**config.mk**
```make
export PLATFORM = sky130hd
export DESIGN_NAME = program_counter_return_stack
export DESIGN_NICKNAME = d
export VERILOG_FILES = /design/src/hw/pcs_pkg.sv /design/src/hw/stack_port_if.sv /design/src/hw/program_counter_return_stack.sv /design/src/hw/return_stack_ram.sv
export SDC_FILE = /design/constraint.sdc
export NUM_CORES = 1
export LEC_CHECK = 0
export BUFFER_PORTS_ARGS = -buffer_cell sky130_fd_sc_hd__buf_2
export CAP_MARGIN = 20
export CORE_ASPECT_RATIO = 1.75
export CORE_MARGIN = 2
export CORE_UTILIZATION = 64
export DETAILED_ROUTE_END_ITERATION = 16
export PLACE_DENSITY = 0.86
export SLEW_MARGIN = 40
export SYNTH_ARGS = -nofsm -noshare
export SYNTH_HDL_FRONTEND = slang
export SYNTH_HIERARCHICAL = 1
export SYNTH_SLANG_ARGS = --single-unit
export TNS_END_PERCENT = 30
```
**constraint.sdc**
```tcl
create_clock -name hclk -period 6.8 [get_ports hclk]
set_input_delay 1.02 -clock hclk [delete_from_list [all_inputs] [get_ports hclk]]
set_output_delay 1.02 -clock hclk [all_outputs]
set_load 0.02 [all_outputs]
```
**src/hw/pcs_pkg.sv**
```systemverilog
// Constants and types shared by the program counter and return stack design.
//
// Summary of operation
// - Program counter is fifteen bits wide.
// - Any reset loads the counter with 0000h.
// - Interrupt pushes return address, then jumps 0004h.
// - Program memory holds 8192 words, last 1FFFh.
// - First push fills entry zero, pointer 0x00.
// - Each push advances pointer; seven give 0x06.
// - Return reloads counter from top, pointer decrements.
package pcs_pkg;

    // ****************************************************************
    // Program counter
    // ****************************************************************
    localparam int PC_W = 15;
    localparam logic [PC_W-1:0] RESET_VECTOR = 15'h0000;
    localparam logic [PC_W-1:0] IRQ_VECTOR = 15'h0004;
    localparam int PROG_WORDS = 8192;
    localparam int PROG_AW = $clog2(PROG_WORDS);
    localparam logic [PROG_AW-1:0] LAST_PROG_ADDR = 13'h1FFF;

    // ****************************************************************
    // Return stack
    // ****************************************************************
    localparam int STACK_DEPTH = 16;
    localparam int SP_W = $clog2(STACK_DEPTH);
    localparam logic [SP_W-1:0] SP_EMPTY = 4'hF;
    localparam logic [SP_W-1:0] SP_SEVENTH = 4'h6;

    // ****************************************************************
    // Register map: each index is a word number, so the byte address is four times it.
    // ****************************************************************
    localparam int HADDR_W = 16;
    localparam int HDATA_W = 32;
    localparam int REG_W = 8;
    localparam logic [HADDR_W-1:0] IDX_STACK_LEVEL_POINTER = 16'h1FED;
    localparam logic [HADDR_W-1:0] IDX_STACK_TOP_LOW_BYTE = 16'h1FEE;
    localparam logic [HADDR_W-1:0] IDX_STACK_TOP_HIGH_BYTE = 16'h1FEF;
    localparam logic [HADDR_W-1:0] ADDR_STACK_LEVEL_POINTER = HADDR_W'(IDX_STACK_LEVEL_POINTER * 4);
    localparam logic [HADDR_W-1:0] ADDR_STACK_TOP_LOW_BYTE = HADDR_W'(IDX_STACK_TOP_LOW_BYTE * 4);
    localparam logic [HADDR_W-1:0] ADDR_STACK_TOP_HIGH_BYTE = HADDR_W'(IDX_STACK_TOP_HIGH_BYTE * 4);
    localparam int TOP_HIGH_LSB = 8;
    localparam int TOP_HIGH_W = PC_W - TOP_HIGH_LSB;

    // ****************************************************************
    // AHB-Lite encodings
    // ****************************************************************
    localparam logic [1:0] HTRANS_NONSEQ = 2'h2;
    localparam logic HRESP_OKAY = 1'b0;

    typedef enum logic
    {
        BUS_IDLE = 1'b0,
        BUS_WAIT = 1'b1
    } bus_state_t;

endpackage

```
**src/hw/stack_port_if.sv**
```systemverilog
// Interface between the sequencer and its return-address storage.
`timescale 1ns/10ps
interface stack_port_if
#(
    parameter int AW = 4,
    parameter int DW = 15
);
    logic we;
    logic [AW-1:0] waddr;
    logic [DW-1:0] wdata;
    logic [AW-1:0] raddr;
    logic [DW-1:0] rdata;

    modport ctl
    (
        output we,
        output waddr,
        output wdata,
        output raddr,
        input rdata
    );

    modport mem
    (
        input we,
        input waddr,
        input wdata,
        input raddr,
        output rdata
    );
endinterface

```
**src/hw/program_counter_return_stack.sv**
```systemverilog
// Program counter sequencer with hardware return stack and AHB-Lite register slave.
//
// The AHB-Lite slave port was chosen for this implementation.
`timescale 1ns/10ps
module program_counter_return_stack
(
    input wire logic hclk,
    input wire logic hresetn,
    input wire logic hsel,
    input wire logic [pcs_pkg::HADDR_W-1:0] haddr,
    input wire logic [1:0] htrans,
    input wire logic hwrite,
    input wire logic [2:0] hsize,
    input wire logic [pcs_pkg::HDATA_W-1:0] hwdata,
    input wire logic hready,
    output logic [pcs_pkg::HDATA_W-1:0] hrdata,
    output logic hreadyout,
    output logic hresp,
    input wire logic step,
    input wire logic call_valid,
    input wire logic [pcs_pkg::PC_W-1:0] call_target,
    input wire logic ret_valid,
    input wire logic irq_accept,
    output logic [pcs_pkg::PC_W-1:0] pc,
    output logic [pcs_pkg::PROG_AW-1:0] fetch_addr,
    output logic [pcs_pkg::SP_W-1:0] stack_level
);
    import pcs_pkg::*;

    // ****************************************************************
    // State
    // ****************************************************************
    typedef struct packed
    {
        logic [PC_W-1:0] pc;
        logic [SP_W-1:0] sp;
        bus_state_t bus;
        logic ready;
        logic wr;
        logic [HADDR_W-1:0] addr;
        logic [HDATA_W-1:0] rdata;
        logic touched;
    } seq_state_t;

    seq_state_t st;
    seq_state_t nx;
    logic push;
    logic pop;
    logic accept;
    logic [PC_W-1:0] tos;

    stack_port_if #(.AW(SP_W), .DW(PC_W)) sport ();

    return_stack_ram #(.DEPTH(STACK_DEPTH), .AW(SP_W), .DW(PC_W)) u_ram
    (
        .hclk(hclk),
        .hresetn(hresetn),
        .mem_port(sport.mem)
    );

    function automatic logic hits(input logic [HADDR_W-1:0] a, input logic [HADDR_W-1:0] reg_addr);
        return a[HADDR_W-1:2] == reg_addr[HADDR_W-1:2];
    endfunction

    function automatic logic [PC_W-1:0] pc_inc(input logic [PC_W-1:0] p);
        return PC_W'(p + 1'b1);
    endfunction

    // The read port always looks at the current top, so the next-state logic never feeds its own read address.
    assign sport.raddr = st.sp;
    assign tos = sport.rdata;
    assign push = irq_accept | call_valid;
    assign pop = ret_valid & ~push;
    assign accept = hsel & htrans[1] & hready;

    // ****************************************************************
    // Next state
    // ****************************************************************
    // Core operations win over a bus write landing in the same cycle; the
    // stack has one write port and the running program must never be corrupted.
    always_comb
    begin
        nx = st;
        sport.we = 1'b0;
        sport.waddr = st.sp;
        sport.wdata = tos;

        unique case (st.bus)
            BUS_IDLE:
            begin
                nx.ready = 1'b1;
                if (accept)
                begin
                    nx.bus = BUS_WAIT;
                    nx.ready = 1'b0;
                    nx.wr = hwrite;
                    nx.addr = haddr;
                end
            end
            BUS_WAIT:
            begin
                nx.bus = BUS_IDLE;
                nx.ready = 1'b1;
                nx.rdata = '0;
                if (st.wr)
                begin
                    if (hits(st.addr, ADDR_STACK_LEVEL_POINTER))
                    begin
                        nx.sp = hwdata[SP_W-1:0];
                    end
                    else if (hits(st.addr, ADDR_STACK_TOP_LOW_BYTE))
                    begin
                        sport.we = 1'b1;
                        sport.wdata = {tos[PC_W-1:TOP_HIGH_LSB], hwdata[REG_W-1:0]};
                    end
                    else if (hits(st.addr, ADDR_STACK_TOP_HIGH_BYTE))
                    begin
                        sport.we = 1'b1;
                        sport.wdata = {hwdata[TOP_HIGH_W-1:0], tos[TOP_HIGH_LSB-1:0]};
                    end
                end
                else if (hits(st.addr, ADDR_STACK_LEVEL_POINTER))
                begin
                    nx.rdata = HDATA_W'(st.sp);
                end
                else if (hits(st.addr, ADDR_STACK_TOP_LOW_BYTE))
                begin
                    nx.rdata = HDATA_W'(tos[TOP_HIGH_LSB-1:0]);
                end
                else if (hits(st.addr, ADDR_STACK_TOP_HIGH_BYTE))
                begin
                    nx.rdata = HDATA_W'(tos[PC_W-1:TOP_HIGH_LSB]);
                end
            end
        endcase

        if (push | pop | step)
        begin
            nx.touched = 1'b1;
        end

        if (push)
        begin
            sport.we = 1'b1;
            sport.waddr = SP_W'(st.sp + 1'b1);
            nx.sp = SP_W'(st.sp + 1'b1);
            if (irq_accept)
            begin
                sport.wdata = st.pc;
                nx.pc = IRQ_VECTOR;
            end
            else
            begin
                sport.wdata = pc_inc(st.pc);
                nx.pc = call_target;
            end
        end
        else if (pop)
        begin
            sport.we = 1'b0;
            nx.pc = tos;
            nx.sp = SP_W'(st.sp - 1'b1);
        end
        else if (step)
        begin
            nx.pc = pc_inc(st.pc);
        end
    end

    // ****************************************************************
    // Registers
    // ****************************************************************
    always_ff @(posedge hclk or negedge hresetn)
    begin
        if (!hresetn)
        begin
            st.pc <= RESET_VECTOR;
            st.sp <= SP_EMPTY;
            st.bus <= BUS_IDLE;
            st.ready <= 1'b1;
            st.wr <= 1'b0;
            st.addr <= '0;
            st.rdata <= '0;
            st.touched <= 1'b0;
        end
        else
        begin
            st <= nx;
        end
    end

    assign hrdata = st.rdata;
    assign hreadyout = st.ready;
    assign hresp = HRESP_OKAY;
    assign pc = st.pc;
    // Fetch wraps inside the implemented space; bits above it are ignored.
    assign fetch_addr = st.pc[PROG_AW-1:0];
    assign stack_level = st.sp;
endmodule

```
**src/hw/return_stack_ram.sv**
```systemverilog
// Return-address storage: one write port, one combinational read port.
`timescale 1ns/10ps
module return_stack_ram
#(
    parameter int DEPTH = 16,
    parameter int AW = 4,
    parameter int DW = 15
)
(
    input wire logic hclk,
    input wire logic hresetn,
    stack_port_if.mem mem_port
);
    import pcs_pkg::*;

    typedef struct packed
    {
        logic [DEPTH-1:0][DW-1:0] entry;
    } ram_state_t;

    ram_state_t st;
    ram_state_t nx;

    always_comb
    begin
        nx = st;
        if (mem_port.we)
        begin
            nx.entry[mem_port.waddr] = mem_port.wdata;
        end
    end

    always_ff @(posedge hclk or negedge hresetn)
    begin
        if (!hresetn)
        begin
            st <= '0;
        end
        else
        begin
            st <= nx;
        end
    end

    assign mem_port.rdata = st.entry[mem_port.raddr];

endmodule

```
==> impl_metrics.yaml <==
logic_synthesis:
  syn_area_per_cell_um2: 12.71
  synth-edff-count: 0
  yosys-top-cells-count: "279 x dfrtp_1, 211 x mux2_2, 104 x nand2_1"
  synth-warning-count: 6
  synthMuxAreaShare_pct: 30.13
  synth_fa_ha_area_share_pct: 0.2580
  synthTopCellsByArea: "dfrtp_1 48%, mux2_2 16%, mux4_2 9.3%"
  seq_area_frac_synth_pct: 48.89
  synth_top_cell_by_area: "dfrtp_1"
  synth_cell_type_count: 59
  synth_xor_area_share_pct: 0.2408
  synth_top_area_share_pct: 47.98
  asyncSetResetFlopFracSynth_pct: 100.0
  synth-compound-area-share_pct: 6.157
  synthCells: 1145
  ys_seq_elements: 284
  post_synth_and_or_nand_nor_area_fraction_pct: 7.619
  synth_ff_type: "dfrtp_1"
  synth_area_mm2: 0.01455
  yosysMostFrequentCell: "dfrtp_1"
  synth_top_family_by_area: "multiplexers"
grt:
  grt_pass1_vias: 10070
  antenna_found_initial: 1
  grt_max_degree: 111
  groute.usage.overall_pct: 28.39
  grt.overflow.total: 0
  grt_pass1_wl_mm: 53.58
clocking:
  cts_repair_resize_count: 0
  cts.path.max_buffers: 3
  cts_hold_buf: 0
  clkSinkCount: 284
  cts_root_buf: "clkbuf_16"
  cts_buffers: 25
  cts_setup_buffers: 0
  cts.clk_slew.worst_paths_ns: 0.07
  cts_tree: "done"
  clock_latency_ns: 0.54
  cts_max_level: 1
sta:
  final.period_utilization_pct: 58.25
  report.final.slew_viol_count: 0
  tightestPinTransition_ns: 0.8595
  setup_viol: 0
  whs_ns: 0.4719
  skew_ns: 0.02576
  finalHoldViolCount: 0
  final.setup.tns_ns: 0
  min_period_ns: 3.961
  fmax_mhz: 252.5
  rsz0062_at_grt: "false"
  slew_headroom_pct: 42.70
setup_path:
  path_class: "reg2reg"
  r2r_cells: 8
  startpoint_type: "flip-flop"
  rrSetupSlack_ns: 2.84
  cp.required_ns: 7.22
  end_kind: "flip-flop"
  cp_data_arrival_time_ns: 4.38
  path_max_fanout: 32
finish:
  multiInputGateArea_mm2: 0.006639
  post-route-util_pct: 69.54
  register_area_mm2: 0.007117
  stdcell_area_mm2: 0.01569
  num_antenna_cells: 0
  fin_nets: 1236
  drive_gt1_share_pct: 38.43
  area_delta_synth_final_pct: 7.825
  fillers: 1413
drt:
  first_iter_violations: 895
  wl_per_cell_um: 22.85
  drc: 0
  viasPerCell: 6.489
  first_pass_iters: 7
  ant_nets: 0
  wirelength_mm: 33.62
  num_vias: 9545
floorplanning:
  core_mm2: 0.02256
  die_w_um: 118.0
  dieArea_mm2: 0.02400
  placementRows: 73
  start_util_pct: 64.49
  die_y_um: 203.5
  num_io_pins: 143
power:
  p_leak_nw: 7.345
  peakVddDrop_uv: 205.0
  powerDensity_mw_per_mm2: 398.5
min_path:
  min_path_type: "in2async"
run:
  max_cap_viol_count: 0
placed_design:
  placement.io_buffers: 87
  placed_cell_area_mm2: 0.01487
  dp_hpwl_mm: 22.64
  gp_congestion: 0.9514
status:
  run_status: "finished, final reports clean"
==> per-stage QoR <==
step           cells  setup WS (ns)  power [mW]
6_report        1471          2.839       6.252
3_5_place_dp    1428          2.486       4.789
4_1_cts         1470          2.814       6.230
2_1_floorplan   1169          3.463       4.192
5_1_grt         1471          2.572       6.529
3_3_place_gp    1425          2.580       4.620
==> where the power goes <==
group	switching, mW	leakage (nW)	internal (mW)
Sequential	0.420	3.81	2.31
Clock	0.605	0.396	0.814
Combinational	1.04	3.14	1.07
==> layer usage <==
metal	GRT usage, %	up-vias	part of all wire (%)
met3	3.440	133	4.9
met1	32.84	4881	36
met5	0	-	0
li1	-	4091	-
met4	17.64	0	5.6
met2	50.21	440	53
==> placed cells by master, fill, tap and decap left out, drive strengths merged, types with 4 or more instances in the layout <==
cell,instances
clkinv,5
inv,23
mux4,60
a21oi,21
nand3,8
dfstp,5
conb,25
or3,7
xnor2,4
o22ai,9
buf,112
nand4,6
o221ai,13
nor2b,6
o21ai,19
dfrtp,279
nor3,12
clkbuf,34
a31oi,8
mux2,240
nor2,35
nor4,7
nand2,104
a22oi,35
mux2i,33
nand3b,16
==> cells by family after synthesis <==
kind of cell | after synthesis
adders and majority gates | 3
xor gates and xnor gates | 4
and+or+nand+nor | 215
AOI/OAI and AO/OA | 130
muxes | 333
DFF | 284
other | 1
buffers and inverters | 175
==> layout make-up <==
| cell class | instances | share of cell area (%) |
|---|---|---|
| Sequential cell | 284 | 45.36 |
| Clock buffer | 34 | 4.330 |
| Inverter | 23 | 0.5503 |
| Clock inverter | 8 | 0.8055 |
| Tap cell | 300 | 2.393 |
| Multi-Input combinational cell | 710 | 42.32 |
| Timing Repair Buffer | 112 | 4.243 |
==> worst paths after layout <==
check                               start       endpoint
max                        stack_level[0]  u_ram/st[194]
min                               hresetn    u_ram/st[1]
max reg2reg                stack_level[0]  u_ram/st[194]
min reg2reg                        st[39]         st[39]
max in group asynchronous         hresetn   u_ram/st[69]
min in group hclk                  st[39]         st[39]
==> worst max-delay path, cell delays in order (launching register included) <==
cell,delay (ns)
dfstp_4,1.00
buf_4,0.41
buf_4,0.47
mux4_2,0.56
a22oi_1,0.27
nand2_1,0.15
mux2i_1,0.21
o221ai_2,0.34
mux2_2,0.41
==> flip-flops by register name, indices dropped and copies added, names as in the netlist <==
register     flops
hrdata           8
stack_level      4
hreadyout        1
u_ram/st       240
pc              15
st              16
No activity file was read; power rests on OpenSTA's default activity.
